===== src/sws_pkg.sv =====
// Constants and types shared by the scan waveform sequencer
package sws_pkg;
  localparam int unsigned CLK_HZ         = 25000000;
  localparam int unsigned STEP_TICK_NS   = 4000;
  localparam int unsigned HOLD_TICK_NS   = 100000;
  localparam int unsigned STEP_TICK_CYC  = CLK_HZ / 1000 * STEP_TICK_NS / 1000000;
  localparam int unsigned HOLD_TICK_CYC  = CLK_HZ / 1000 * HOLD_TICK_NS / 1000000;
  localparam int unsigned STEP_CNT_W     = 24;
  localparam int unsigned TIME_W         = 32;

  localparam logic [7:0] ADDR_CFG        = 8'h00;
  localparam logic [7:0] ADDR_CMD        = 8'h04;
  localparam logic [7:0] ADDR_T1         = 8'h08;
  localparam logic [7:0] ADDR_T2         = 8'h0C;
  localparam logic [7:0] ADDR_RAMP       = 8'h10;
  localparam logic [7:0] ADDR_STATUS     = 8'h14;

  localparam int unsigned CFG_GALV_BIT   = 3;
  localparam int unsigned CFG_RETAIN_BIT = 4;
  localparam int unsigned CFG_CONT_BIT   = 5;
  localparam int unsigned CFG_EXT_BIT    = 6;
  localparam int unsigned CMD_GO_BIT     = 0;
  localparam int unsigned CMD_PAUSE_BIT  = 1;
  localparam int unsigned CMD_ADV_BIT    = 2;
  localparam int unsigned CMD_STOP_BIT   = 3;
  localparam int unsigned CMD_TRIG_BIT   = 4;

  localparam logic [6:0]  CFG_RESET      = 7'h00;
  localparam logic [31:0] TIME_RESET     = 32'h0000_0000;
  localparam logic [1:0]  RESP_OKAY      = 2'b00;
  localparam logic [1:0]  RESP_SLVERR    = 2'b10;

  typedef enum logic [2:0] {
    MODE_STEP        = 3'h0,
    MODE_HOLD        = 3'h1,
    MODE_TIMED_HOLD  = 3'h2,
    cyclic_ramp_mode = 3'h3,
    linear_ramp_mode = 3'h4
  } sws_mode_t;

  typedef enum logic [2:0] {
    ST_IDLE,
    ST_ARMED,
    ST_WAIT1,
    ST_FWD,
    ST_WAIT2,
    ST_RET,
    ST_HELD
  } sws_state_t;
endpackage


===== src/sws_top.sv =====
// Scan waveform sequencer with AXI4-Lite register slave
//
// Notes on behaviour
// RQ1: Step delays count 24-bit ticks of 4 us each.
// RQ2: Retain end condition drives cell straight back to first setpoint after step program.
// RQ3: Single step or linear program applies end condition when second wait expires.
// RQ4: Continuous step returns to first setpoint after second wait and repeats.
// RQ5: Hold modes accept only open-circuit end and single scan; others rejected.
// RQ6: Hold modes accept only manual trigger; external trigger setting rejected.
// RQ7: Timed hold releases cell control when first hold interval elapses.
// RQ8: Single cyclic program ends when return ramp reaches starting setpoint.
// RQ9: Continuous cyclic reverses at return ramp end and repeats without pause.
// RQ10: Continuous linear ramps back at forward rate after second wait, then repeats.
// RQ11: Galvanostat mode makes cyclic, linear and step programs drive current.
// RQ12: Go starts scan in manual trigger mode, only arms in external mode.
// RQ13: Armed external scan engages cell at once, waits at start for trigger.
// RQ14: Go engages cell only when enable switch on; enable lamp then lights.
// RQ15: Scan trigger comes from go key, rear trigger input or remote interface.
// RQ16: Pause freezes scan at current point; second pause resumes from there.
// RQ17: Advance moves to next stage; cyclic forward ramp to return, return to end.
// RQ18: Stop ends scan and always releases cell control.
// RQ19: At end, open circuit releases control; start setpoint keeps control there.
// RQ20: Cyclic and linear hold times count 100 us ticks below 100 hours.
// RQ21: External trigger is synchronised; only first edge after arming starts scan.
`timescale 1ns/1ps
module sws_top
  import sws_pkg::*;
(
  input  wire logic        aclk,
  input  wire logic        aresetn,
  input  wire logic [7:0]  s_axi_awaddr,
  input  wire logic        s_axi_awvalid,
  output logic             s_axi_awready,
  input  wire logic [31:0] s_axi_wdata,
  input  wire logic [3:0]  s_axi_wstrb,
  input  wire logic        s_axi_wvalid,
  output logic             s_axi_wready,
  output logic [1:0]       s_axi_bresp,
  output logic             s_axi_bvalid,
  input  wire logic        s_axi_bready,
  input  wire logic [7:0]  s_axi_araddr,
  input  wire logic        s_axi_arvalid,
  output logic             s_axi_arready,
  output logic [31:0]      s_axi_rdata,
  output logic [1:0]       s_axi_rresp,
  output logic             s_axi_rvalid,
  input  wire logic        s_axi_rready,
  input  wire logic        key_go,
  input  wire logic        key_pause,
  input  wire logic        key_advance,
  input  wire logic        key_stop,
  input  wire logic        ext_trig_in,
  input  wire logic        enable_switch,
  output logic             cell_enable,
  output logic             enable_lamp,
  output logic             current_control,
  output logic             second_setpoint,
  output logic             ramp_active,
  output logic             ramp_forward,
  output logic [2:0]       scan_stage
);

  sws_state_t  state_reg, state_next;
  logic [6:0]  cfg_reg;
  logic [31:0] t1_reg, t2_reg, ramp_reg;
  logic [31:0] cnt_reg;
  logic [11:0] div_reg;
  logic        cell_on_reg, paused_reg, cfg_err_reg;
  logic        trig_s1_reg, trig_s2_reg, trig_s3_reg;
  logic        aw_have_reg, w_have_reg;
  logic [7:0]  aw_addr_reg;
  logic [31:0] w_data_reg;
  logic [3:0]  w_strb_reg;
  logic        do_write, cfg_bad, stage_done, tick, step_like;
  logic        go_p, pause_p, adv_p, stop_p, rtrig_p, ext_edge;
  logic [31:0] limit;
  sws_mode_t   mode;

  assign mode      = sws_mode_t'(cfg_reg[2:0]);
  assign step_like = (mode == MODE_STEP);

  // AXI4-Lite write path: address and data may come in either order
  assign s_axi_awready = !aw_have_reg && !s_axi_bvalid;
  assign s_axi_wready  = !w_have_reg && !s_axi_bvalid;
  assign do_write      = aw_have_reg && w_have_reg && !s_axi_bvalid;

  always_ff @(posedge aclk) begin
    if (!aresetn) begin
      aw_have_reg <= 1'b0;
      w_have_reg  <= 1'b0;
      aw_addr_reg <= 8'h00;
      w_data_reg  <= 32'h0000_0000;
      w_strb_reg  <= 4'h0;
    end else begin
      if (s_axi_awvalid && s_axi_awready) begin
        aw_have_reg <= 1'b1;
        aw_addr_reg <= s_axi_awaddr;
      end else if (do_write) begin
        aw_have_reg <= 1'b0;
      end
      if (s_axi_wvalid && s_axi_wready) begin
        w_have_reg <= 1'b1;
        w_data_reg <= s_axi_wdata;
        w_strb_reg <= s_axi_wstrb;
      end else if (do_write) begin
        w_have_reg <= 1'b0;
      end
    end
  end

  // Hold modes only take open circuit, single scan and manual trigger
  always_comb begin
    cfg_bad = 1'b0;
    if (w_data_reg[2:0] > 3'h4) begin
      cfg_bad = 1'b1;
    end else if (w_data_reg[2:0] == MODE_HOLD || w_data_reg[2:0] == MODE_TIMED_HOLD) begin
      cfg_bad = w_data_reg[CFG_RETAIN_BIT] || w_data_reg[CFG_CONT_BIT] || w_data_reg[CFG_EXT_BIT]; // RQ5 RQ6
    end
  end

  always_ff @(posedge aclk) begin
    if (!aresetn) begin
      s_axi_bvalid <= 1'b0;
      s_axi_bresp  <= RESP_OKAY;
    end else if (do_write) begin
      s_axi_bvalid <= 1'b1;
      s_axi_bresp  <= RESP_OKAY;
      if (aw_addr_reg == ADDR_CFG && cfg_bad) begin
        s_axi_bresp <= RESP_SLVERR;
      end else if (aw_addr_reg > ADDR_STATUS || aw_addr_reg[1:0] != 2'b00 || aw_addr_reg == ADDR_STATUS) begin
        s_axi_bresp <= RESP_SLVERR;
      end
    end else if (s_axi_bready) begin
      s_axi_bvalid <= 1'b0;
    end
  end

  // The CFG register is frozen while a scan runs; T1, T2 and RAMP stay writable under it
  always_ff @(posedge aclk) begin
    if (!aresetn) begin
      cfg_reg     <= CFG_RESET;
      t1_reg      <= TIME_RESET;
      t2_reg      <= TIME_RESET;
      ramp_reg    <= TIME_RESET;
      cfg_err_reg <= 1'b0;
    end else if (do_write && w_strb_reg[0]) begin
      unique case (aw_addr_reg)
        ADDR_CFG: begin
          if (cfg_bad) begin
            cfg_err_reg <= 1'b1; // RQ5 RQ6
          end else if (state_reg == ST_IDLE) begin
            cfg_reg     <= w_data_reg[6:0];
            cfg_err_reg <= 1'b0;
          end
        end
        ADDR_T1:   t1_reg   <= w_data_reg;
        ADDR_T2:   t2_reg   <= w_data_reg;
        ADDR_RAMP: ramp_reg <= w_data_reg;
        default: ;
      endcase
    end
  end

  // Read path answers one cycle after the address is taken
  assign s_axi_arready = !s_axi_rvalid;

  always_ff @(posedge aclk) begin
    if (!aresetn) begin
      s_axi_rvalid <= 1'b0;
      s_axi_rdata  <= 32'h0000_0000;
      s_axi_rresp  <= RESP_OKAY;
    end else if (s_axi_arvalid && s_axi_arready) begin
      s_axi_rvalid <= 1'b1;
      s_axi_rresp  <= RESP_OKAY;
      unique case (s_axi_araddr)
        ADDR_CFG:    s_axi_rdata <= {25'h0, cfg_reg};
        ADDR_CMD:    s_axi_rdata <= 32'h0000_0000;
        ADDR_T1:     s_axi_rdata <= t1_reg;
        ADDR_T2:     s_axi_rdata <= t2_reg;
        ADDR_RAMP:   s_axi_rdata <= ramp_reg;
        ADDR_STATUS: s_axi_rdata <= {26'h0, cfg_err_reg, paused_reg, cell_on_reg, 3'(state_reg)};
        default: begin
          s_axi_rdata <= 32'h0000_0000;
          s_axi_rresp <= RESP_SLVERR;
        end
      endcase
    end else if (s_axi_rready) begin
      s_axi_rvalid <= 1'b0;
    end
  end

  // Command sources: front keys or remote command register
  assign go_p    = key_go || (do_write && aw_addr_reg == ADDR_CMD && w_data_reg[CMD_GO_BIT]);
  assign pause_p = key_pause || (do_write && aw_addr_reg == ADDR_CMD && w_data_reg[CMD_PAUSE_BIT]);
  assign adv_p   = key_advance || (do_write && aw_addr_reg == ADDR_CMD && w_data_reg[CMD_ADV_BIT]);
  assign stop_p  = key_stop || (do_write && aw_addr_reg == ADDR_CMD && w_data_reg[CMD_STOP_BIT]);
  assign rtrig_p = do_write && aw_addr_reg == ADDR_CMD && w_data_reg[CMD_TRIG_BIT];

  // Trigger input synchroniser, edge taken from the settled stages only
  always_ff @(posedge aclk) begin
    if (!aresetn) begin
      trig_s1_reg <= 1'b0;
      trig_s2_reg <= 1'b0;
      trig_s3_reg <= 1'b0;
    end else begin
      trig_s1_reg <= ext_trig_in; // RQ21
      trig_s2_reg <= trig_s1_reg;
      trig_s3_reg <= trig_s2_reg;
    end
  end
  assign ext_edge = trig_s2_reg && !trig_s3_reg;

  // Tick divider stops while paused so the frozen point does not drift
  assign tick = (div_reg == 12'(((step_like) ? STEP_TICK_CYC : HOLD_TICK_CYC) - 1)); // RQ1 RQ20

  always_ff @(posedge aclk) begin
    if (!aresetn) begin
      div_reg <= 12'h000;
    end else if (state_next != state_reg) begin
      div_reg <= 12'h000;
    end else if (!paused_reg) begin
      div_reg <= tick ? 12'h000 : div_reg + 12'h001;
    end
  end

  always_comb begin
    limit = 32'h0000_0000;
    unique case (state_reg)
      ST_WAIT1: limit = step_like ? {8'h00, t1_reg[STEP_CNT_W-1:0]} : t1_reg; // RQ1
      ST_WAIT2: limit = step_like ? {8'h00, t2_reg[STEP_CNT_W-1:0]} : t2_reg; // RQ1
      ST_FWD:   limit = ramp_reg;
      ST_RET:   limit = ramp_reg; // RQ10
      default:  limit = 32'h0000_0000;
    endcase
  end

  always_ff @(posedge aclk) begin
    if (!aresetn) begin
      cnt_reg <= 32'h0000_0000;
    end else if (state_next != state_reg) begin
      cnt_reg <= 32'h0000_0000;
    end else if (tick && !paused_reg && cnt_reg < limit) begin
      cnt_reg <= cnt_reg + 32'h0000_0001;
    end
  end

  // A plain hold never times out; it waits for advance or stop
  assign stage_done = !paused_reg && cnt_reg >= limit && mode != MODE_HOLD;

  // Stage sequencing per program
  always_comb begin
    state_next = state_reg;
    if (stop_p) begin
      state_next = ST_IDLE; // RQ18
    end else begin
      unique case (state_reg)
        ST_IDLE, ST_HELD: begin
          if ((go_p || rtrig_p) && enable_switch) begin // RQ14 RQ15
            state_next = (cfg_reg[CFG_EXT_BIT] && !rtrig_p) ? ST_ARMED : // RQ12
                         (mode == cyclic_ramp_mode) ? ST_FWD : ST_WAIT1;
          end
        end
        ST_ARMED: begin
          if (ext_edge || rtrig_p) begin // RQ13 RQ15 RQ21
            state_next = (mode == cyclic_ramp_mode) ? ST_FWD : ST_WAIT1;
          end
        end
        ST_WAIT1: begin
          if (stage_done || adv_p) begin
            unique case (mode)
              MODE_STEP:        state_next = ST_WAIT2;
              MODE_HOLD:        state_next = ST_IDLE;
              MODE_TIMED_HOLD:  state_next = ST_IDLE; // RQ7
              default:          state_next = ST_FWD;
            endcase
          end
        end
        ST_FWD: begin
          if (stage_done || adv_p) begin // RQ17
            state_next = (mode == cyclic_ramp_mode) ? ST_RET : ST_WAIT2;
          end
        end
        ST_WAIT2: begin
          if (stage_done || adv_p) begin
            if (!cfg_reg[CFG_CONT_BIT]) begin
              state_next = cfg_reg[CFG_RETAIN_BIT] ? ST_HELD : ST_IDLE; // RQ2 RQ3 RQ19
            end else begin
              state_next = step_like ? ST_WAIT1 : ST_RET; // RQ4 RQ10
            end
          end
        end
        ST_RET: begin
          if (adv_p || (stage_done && !cfg_reg[CFG_CONT_BIT] && mode == cyclic_ramp_mode)) begin
            state_next = cfg_reg[CFG_RETAIN_BIT] ? ST_HELD : ST_IDLE; // RQ8 RQ17 RQ19
          end else if (stage_done) begin
            state_next = (mode == cyclic_ramp_mode) ? ST_FWD : ST_WAIT1; // RQ9 RQ10
          end
        end
      endcase
    end
  end

  always_ff @(posedge aclk) begin
    if (!aresetn) begin
      state_reg <= ST_IDLE;
    end else begin
      state_reg <= state_next;
    end
  end

  always_ff @(posedge aclk) begin
    if (!aresetn) begin
      paused_reg <= 1'b0;
    end else if (stop_p || state_next == ST_IDLE || state_next == ST_HELD) begin
      paused_reg <= 1'b0;
    end else if (pause_p && state_reg != ST_ARMED && state_reg != ST_IDLE && state_reg != ST_HELD) begin
      paused_reg <= !paused_reg; // RQ16
    end
  end

  // Cell control follows the scan; enable switch off drops it at once
  always_ff @(posedge aclk) begin
    if (!aresetn) begin
      cell_on_reg <= 1'b0;
    end else begin
      cell_on_reg <= (state_next != ST_IDLE) && enable_switch; // RQ14 RQ18 RQ19
    end
  end

  assign cell_enable     = cell_on_reg;
  assign enable_lamp     = cell_on_reg; // RQ14
  assign current_control = cfg_reg[CFG_GALV_BIT]; // RQ11
  assign second_setpoint = (state_reg == ST_WAIT2);
  assign ramp_active     = (state_reg == ST_FWD) || (state_reg == ST_RET);
  assign ramp_forward    = (state_reg == ST_FWD);
  assign scan_stage      = 3'(state_reg);

  chk_stop_release: assert property (@(posedge aclk) disable iff (!aresetn)
    stop_p |=> !cell_on_reg && state_reg == ST_IDLE) else $error("stop did not release cell"); // RQ18
  chk_armed_holds: assert property (@(posedge aclk) disable iff (!aresetn)
    state_reg == ST_ARMED && !ext_edge && !rtrig_p && !stop_p |=> state_reg == ST_ARMED)
    else $error("armed scan left start without trigger"); // RQ13
  chk_ext_arm: assert property (@(posedge aclk) disable iff (!aresetn)
    state_reg == ST_IDLE && go_p && !stop_p && !rtrig_p && enable_switch && cfg_reg[CFG_EXT_BIT]
    |=> state_reg == ST_ARMED && cell_on_reg) else $error("go did not arm"); // RQ12
  chk_no_switch: assert property (@(posedge aclk) disable iff (!aresetn)
    !enable_switch |=> !cell_on_reg) else $error("cell on with switch off"); // RQ14
  chk_pause_freeze: assert property (@(posedge aclk) disable iff (!aresetn)
    paused_reg && !stop_p && !pause_p && !adv_p |=> $stable(cnt_reg) && $stable(state_reg))
    else $error("paused scan moved"); // RQ16
  chk_retain_end: assert property (@(posedge aclk) disable iff (!aresetn)
    state_reg == ST_WAIT2 && stage_done && !stop_p && !cfg_reg[CFG_CONT_BIT] && cfg_reg[CFG_RETAIN_BIT]
    |=> state_reg == ST_HELD && !second_setpoint) else $error("retain end missed"); // RQ2
  chk_step_repeat: assert property (@(posedge aclk) disable iff (!aresetn)
    state_reg == ST_WAIT2 && stage_done && !stop_p && step_like && cfg_reg[CFG_CONT_BIT]
    |=> state_reg == ST_WAIT1) else $error("continuous step did not repeat"); // RQ4
  chk_cyc_turn: assert property (@(posedge aclk) disable iff (!aresetn)
    state_reg == ST_RET && stage_done && !stop_p && !adv_p && mode == cyclic_ramp_mode && cfg_reg[CFG_CONT_BIT]
    |=> state_reg == ST_FWD) else $error("cyclic did not turn around"); // RQ9
  chk_adv_return: assert property (@(posedge aclk) disable iff (!aresetn)
    state_reg == ST_FWD && adv_p && !stop_p && mode == cyclic_ramp_mode |=> state_reg == ST_RET)
    else $error("advance did not start return ramp"); // RQ17
  chk_hold_cfg: assert property (@(posedge aclk) disable iff (!aresetn)
    (mode == MODE_HOLD || mode == MODE_TIMED_HOLD)
    |-> !cfg_reg[CFG_RETAIN_BIT] && !cfg_reg[CFG_CONT_BIT] && !cfg_reg[CFG_EXT_BIT])
    else $error("illegal hold setup taken"); // RQ5 RQ6
  chk_timed_release: assert property (@(posedge aclk) disable iff (!aresetn)
    state_reg == ST_WAIT1 && mode == MODE_TIMED_HOLD && stage_done && !stop_p
    |=> state_reg == ST_IDLE && !cell_on_reg) else $error("timed hold kept control"); // RQ7

  cov_ext_start: cover property (@(posedge aclk) disable iff (!aresetn)
    state_reg == ST_ARMED ##1 state_reg == ST_WAIT1);
  cov_pause_resume: cover property (@(posedge aclk) disable iff (!aresetn)
    !paused_reg ##1 paused_reg ##[1:1000] !paused_reg && state_reg != ST_IDLE);
  cov_held_end: cover property (@(posedge aclk) disable iff (!aresetn)
    state_reg == ST_RET ##1 state_reg == ST_HELD);
endmodule


===== config.mk =====
export PLATFORM = sky130hd
export DESIGN_NAME = sws_top
export DESIGN_NICKNAME = d
export VERILOG_FILES = /design/src/sws_pkg.sv /design/src/sws_top.sv
export SDC_FILE = /design/constraint.sdc
export NUM_CORES = 1
export LEC_CHECK = 0
export BUFFER_PORTS_ARGS = -buffer_cell sky130_fd_sc_hd__buf_2
export CORE_MARGIN = 3
export CORE_UTILIZATION = 40
export CTS_CLUSTER_DIAMETER = 50
export CTS_CLUSTER_SIZE = 28
export DETAILED_ROUTE_END_ITERATION = 8
export PLACE_DENSITY_LB_ADDON = 0.1
export SLEW_MARGIN = 25
export SYNTH_ARGS = -nofsm -noshare
export SYNTH_HDL_FRONTEND = slang
export SYNTH_SLANG_ARGS = --single-unit

===== constraint.sdc =====
create_clock -name aclk -period 4.1 [get_ports aclk]
set_input_delay 0.41 -clock aclk [delete_from_list [all_inputs] [get_ports aclk]]
set_output_delay 0.41 -clock aclk [all_outputs]
set_load 0.005 [all_outputs]

==> flow_summary.yaml, run 1 <==
grt:
  grt_pass1_vias: 9909
  grt-ovfl-total: 0
  antenna_found_initial: 1
  grt_usage_pct: 21.7
  grt_pass1_wl_um: 54300
  grt_max_degree: 112
setup_path:
  path_common_cell: "a221o_1"
  critical_path.max_stage_delay_ns: 0.39
  arrival_ns: 4.56
  cp-start-kind: "register"
  path_cells: "nor2b_4 -> o21a_4 -> buf_12 -> a22oi_1 -> ha_1 -> a21oi_2 -> nand2_1 -> a221o_1 -> a211o_1 -> buf_6 -> o311ai_4 -> buf_4 -> or3b_4 -> a221o_1 -> xnor2_1 -> a21oi_1"
  cp_top_family: "compound AO/OA/AOI/OAI gates"
  required_ns: 4.52
  path_class: "reg2reg"
  cp-end-kind: "register"
  cp_slowest_cell: "dfxtp_1"
  crit_buf_inv: 3
  worstPathMaxFanout: 8
sta:
  whs_ns: 0.0490
  hold_viol_final: 0
  rsz0062_at_grt: "yes"
  setup_viol: 11
  finalClockSkew_ns: 0.0115
  min_period_ns: 4.14
  period_share_pct: 101
  max_freq_ghz: 0.241
  worst_pin_slew_ns: 0.960
  tns_ns: -0.114
  max-slew-margin-rel_pct: 35.9
  setup_ws_ns: -0.0409
  report.final.slew_viol_count: 0
clocking:
  clock_tree.root_cell: "clkbuf_16"
  path_clk_slew_ns: 0.07
  ctsHtreeMaxLevel: 1
  insertion_delay_ns: 0.54
  cts_num_sinks: 235
  cts_tree: "built"
  cts_max_path_buffers: 3
  cts_buffers: 29
min_path:
  hold_class: "in2reg"
power_and_ir_drop:
  p_per_area_nw_per_um2: 395
  p_leak_nw: 5.27
  ir_drop_mv: 0.318
floorplan:
  dieWidth_um: 174
  core-area_um2: 27300
  start_util_pct: 41.3
  row_count: 60
  dieHeight_um: 174
  io_pins: 115
  dieArea_um2: 30300
route:
  wirelength_um: 35300
  drc: 0
  firstDrtPassIters: 5
  wl_per_cell_um: 17.9
  first_iter_violations: 833
  ant_nets: 0
  viasPerCell: 5.36
  vias: 10600
outcome:
  violations: "negative setup slack"
  outcome: "finished, violations left"
synthesis:
  avgSynthCellArea_um2: 7.77
  synth_area_um2: 11300
  yosysSeqAreaShare_pct: 41.7
  synth_edf_count: 0
  synth_ff_type: "dfxtp_1"
  yosysWarnings: 0
  yosys.area.top_type: "dfxtp_1"
  postSynthCellCount: 1453
  ys_ff_latch: 235
  yosysTopAreaCellShare_pct: 41.7
  synth_cell_types: 70
  synth_area_leaders: "dfxtp_1, nand2_1, a21oi_1, nor2_1, mux2i_1"
  synthArstFlopShare_pct: 0
finish:
  finalNetCount: 1675
  design_area_um2: 14000
  fill_cells: 2765
  antenna_cells: 0
  layout-drive-gt1-share_pct: 18.4
  area_growth_pct: 23.6
  final_cells: 1970
place:
  globalplace.congestion: 0.894
  post-place-ws_ns: -0.311
  place_area_um2: 12500
  dp_cells: 1898
  post-dp-hpwl_um: 22700
  port_buffers: 109
run:
  cap_violations: 0
stage by stage:
step | utilization, % | power (W)
after floorplan | - | 0.00268
after global placement | 45.7 | 0.00286
after detailed placement | 45.7 | 0.00286
after CTS | 49.6 | 0.00549
after global routing | 51.1 | 0.00570
final | 51.1 | 0.00551
kinds of logic after synthesis:
family | synth area share, %
AO/OA/AOI/OAI | 18.2
other | 0.0332
multiplexers | 4.01
AND/OR/NAND/NOR | 24.7
buffers and inverters | 4.19
flip-flops | 41.7
adder cells (fa/ha/maj) | 3.77
XOR/XNOR | 3.41
Yosys cell counts, types with 3 or more instances:
master    count
nor2_1      162
a211oi_1     27
nand3_1      14
xnor2_1      24
and2_1       11
buf_2         5
and3_1       11
nor3_1       40
a21o_1        4
and4_1        7
a31oi_1       4
a21oi_1     189
a21boi_0      4
nand2_1     319
nor4_1        9
buf_1         5
a22o_1        9
o21ai_0      31
a221oi_1      7
a22oi_1      37
or3_1         4
nand4_1      18
xor2_1       20
nor3b_1       3
clkbuf_1     89
inv_1        17
nand2b_1      3
a221o_1       3
o21a_1        3
buf_4         3
dfxtp_1     235
nor3_2        4
mux2i_1      43
nor2b_1       9
ha_1         34
what timing repair did:
action                     CTS  global route
pin swaps                    3            19
buffers inserted             2            11
hold buffers                 0             0
gates cloned                 0             6
gates resized for setup      8            41
setup endpoints to repair   48            47
report_power, final:
| part | leakage, nW | internal [W] | switching (W) |
|---|---|---|---|
| clock network | 0.483 | 0.00156 | 0.00107 |
| logic | 2.88 | 0.000189 | 0.000279 |
| registers | 1.91 | 0.00234 | 0.0000639 |
| total | 5.27 | 0.00410 | 0.00142 |
worst paths after layout:
check,startpoint,to,slack (ns),depth (start not counted)
max,scan_stage[1]$_SDFF_PN0_,paused_reg$_SDFFE_PP0P_,-0.04,16
min,s_axi_rready,s_axi_rvalid$_SDFFE_PN0P_,0.05,2
max reg2reg,scan_stage[1]$_SDFF_PN0_,paused_reg$_SDFFE_PP0P_,-0.04,16
min reg2reg,trig_s1_reg$_SDFF_PN0_,trig_s2_reg$_SDFF_PN0_,0.43,1
layer usage:
layer	GRT usage [%]	wire (µm)	vias to the layer above
li1	-	-	5272
met5	0	0	-
met4	4.32	590	0
met1	32.4	17200	4972
met3	2.42	1900	40
met2	33.9	15600	282
placed cells by master, fill, tap and decap left out, types with 5 or more instances in the layout:
cell,synthesis,final
a22oi_2,0,5
nor2b_1,9,7
and2_1,11,11
dfxtp_1,235,234
nor2_1,162,158
a22oi_1,37,32
a21oi_2,1,9
buf_2,5,109
clkbuf_16,0,34
buf_6,0,5
a22o_1,9,9
and4_1,7,6
xor2_1,20,20
o21ai_0,31,29
nor3_1,40,38
inv_1,17,17
clkbuf_1,89,5
xnor2_1,24,24
nand2_1,319,319
a211oi_1,27,26
inv_6,0,6
and3_1,11,10
nor3_2,4,6
nand3_1,14,14
buf_12,0,6
nand4_1,18,18
buf_4,3,68
a221oi_1,7,7
ha_1,34,34
nor4_1,9,6
mux2i_1,43,43
a21oi_1,189,181
area by class of cell:
cell class | count | area, µm² | share of cell area [%]
repair buffers | 194 | 1370 | 9.84
inverters | 18 | 72.6 | 0.520
clock buffers | 36 | 772 | 5.53
well taps | 372 | 465 | 3.34
flip-flops and latches | 235 | 4710 | 33.7
clock inverters | 17 | 236 | 1.69
multi-input cells | 1098 | 6330 | 45.4
worst reg2reg max path: stages, from the launching register on:
cell	delay [ns]
dfxtp_1	0.39
nor2b_4	0.25
o21a_4	0.20
buf_12	0.14
a22oi_1	0.09
ha_1	0.35
a21oi_2	0.12
nand2_1	0.07
a221o_1	0.38
a211o_1	0.37
buf_6	0.16
o311ai_4	0.32
buf_4	0.18
or3b_4	0.36
a221o_1	0.39
xnor2_1	0.18
a21oi_1	0.08
(Power assumes the default switching activity.)
==> run 2: changes to the inputs <==
Settings changed: MAX_ROUTING_LAYER set to met4, SETUP_SLACK_MARGIN set to 0.05, SKIP_LAST_GASP set to 1.
==> flow_summary.yaml, run 2 (synthesized netlist as in run 1, its figures left out) <==
setup_path:
  cp-end-kind: "register"
  cp-start-kind: "register"
  worstPathMaxFanout: 8
  crit_buf_inv: 5
  path_class: "reg2reg"
  path_cells: "inv_4 -> nor2_4 -> o21a_4 -> buf_12 -> buf_12 -> a21oi_2 -> ha_1 -> and2_4 -> a221o_1 -> a211o_4 -> o311ai_4 -> buf_6 -> or3b_4 -> a221o_1 -> buf_4 -> a31oi_4"
  cp_top_family: "compound AO/OA/AOI/OAI gates"
  cp_slowest_cell: "o311ai_4"
  critical_path.max_stage_delay_ns: 0.40
  arrival_ns: 4.52
  required_ns: 4.59
floorplan:
  core-area_um2: 27300
  dieWidth_um: 174
  start_util_pct: 41.3
  dieArea_um2: 30300
  row_count: 60
  dieHeight_um: 174
  io_pins: 115
sta:
  whs_ns: 0.0342
  max_freq_ghz: 0.249
  period_share_pct: 98.1
  max-slew-margin-rel_pct: 35.7
  setup_ws_ns: 0.0781
  report.final.slew_viol_count: 0
  finalClockSkew_ns: 0.0359
  rsz0062_at_grt: "yes"
  min_period_ns: 4.02
  hold_viol_final: 0
  worst_pin_slew_ns: 0.962
  setup_viol: 0
grt:
  top_usage_layer: "met2"
  grt_usage_pct: 22.6
  grt_pass1_vias: 9950
  use_met1_pct: 32.7
  met3_usage_pct: 3.28
  grt-ovfl-total: 0
  grt_pass1_wl_um: 54600
  grt_max_degree: 99
  antenna_found_initial: 0
  grtUsageMet2_pct: 34.0
finish:
  layout_common_cells: "nand2_1, dfxtp_1, a21oi_1"
  area_growth_pct: 23.9
  layout-drive-gt1-share_pct: 19.1
  antenna_cells: 0
  finalNetCount: 1660
  final_common_cell: "nand2_1"
route:
  drc: 0
  ant_nets: 0
  vias: 10500
  viasPerCell: 5.39
  wirelength_um: 34700
  firstDrtPassIters: 5
  first_iter_violations: 801
  wl_per_cell_um: 17.8
place:
  post-place-ws_ns: -0.392
  port_buffers: 109
  post-dp-hpwl_um: 22600
  globalplace.congestion: 0.876
power_and_ir_drop:
  p_per_area_nw_per_um2: 394
  ir_drop_mv: 0.332
  p_leak_nw: 5.21
run:
  cap_violations: 0
clocking:
  cts_tree: "built"
  clock_tree.root_cell: "clkbuf_16"
  path_clk_slew_ns: 0.07
  cts_max_path_buffers: 3
  insertion_delay_ns: 0.57
  hold_buffers: 0
  ctsHtreeMaxLevel: 1
  cts_num_sinks: 235
  cts_buffers: 29
outcome:
  outcome: "finished clean"
min_path:
  hold_class: "in2reg"
## run 2: area by class of cell
| class | instances | area, µm² |
|---|---|---|
| repair buffers | 179 | 1260 |
| multi-input cells | 1098 | 6470 |
| flip-flops and latches | 235 | 4710 |
| clock inverters | 20 | 238 |
| fillers | 2771 | 13300 |
| well taps | 372 | 465 |
| clock buffers | 33 | 771 |
| inverters | 18 | 75.1 |
## run 2: through the flow
| step | total power (W) | cells | utilization [%] | instance area [µm²] | TNS, ns |
|---|---|---|---|---|---|
| floorplan | 0.00268 | 1454 | - | 11300 | 0 |
| global placement | 0.00285 | 1889 | 45.5 | 12400 | -10.99 |
| detailed placement | 0.00286 | 1889 | 45.5 | 12400 | -14.47 |
| CTS | 0.00551 | 1946 | 49.7 | 13600 | 0 |
| global route | 0.00572 | 1955 | 51.2 | 14000 | -0.0463 |
| finish | 0.00551 | 1955 | 51.2 | 14000 | 0 |
## run 2: final timing paths
path                                               start                        end  slack [ns]  cells after the start
worst max-delay path            scan_stage[2]$_SDFF_PN0_     cell_enable$_SDFF_PN0_        0.08                     16
worst min-delay path                        s_axi_rready  s_axi_rvalid$_SDFFE_PN0P_        0.03                      2
worst max register to register  scan_stage[2]$_SDFF_PN0_     cell_enable$_SDFF_PN0_        0.08                     16
worst min register to register    trig_s1_reg$_SDFF_PN0_     trig_s2_reg$_SDFF_PN0_        0.44                      1
## run 2: where the power goes
group | switching (W) | internal [W] | total, W | leakage (nW)
Combinational | 0.000279 | 0.000183 | 0.000463 | 2.81
Clock | 0.00112 | 0.00152 | 0.00264 | 0.487
Sequential | 0.0000650 | 0.00234 | 0.00241 | 1.91
Total | 0.00146 | 0.00405 | 0.00551 | 5.21
## run 2: metal layers
metal  share of wire (%)  vias up
li1                    -     5246
met1                  49     4957
met2                  44      302
met3                 5.9       30
met4                 1.0        0
met5                   0        -
## run 2: repair_timing
action | 4_1_cts | 5_1_grt
cloned | 1 | 4
pin swaps | 7 | 32
setup buffers | 3 | 7
endpoints found under the setup margin | 49 | 47
resized for setup | 16 | 63
hold endpoints to repair | 0 | 0
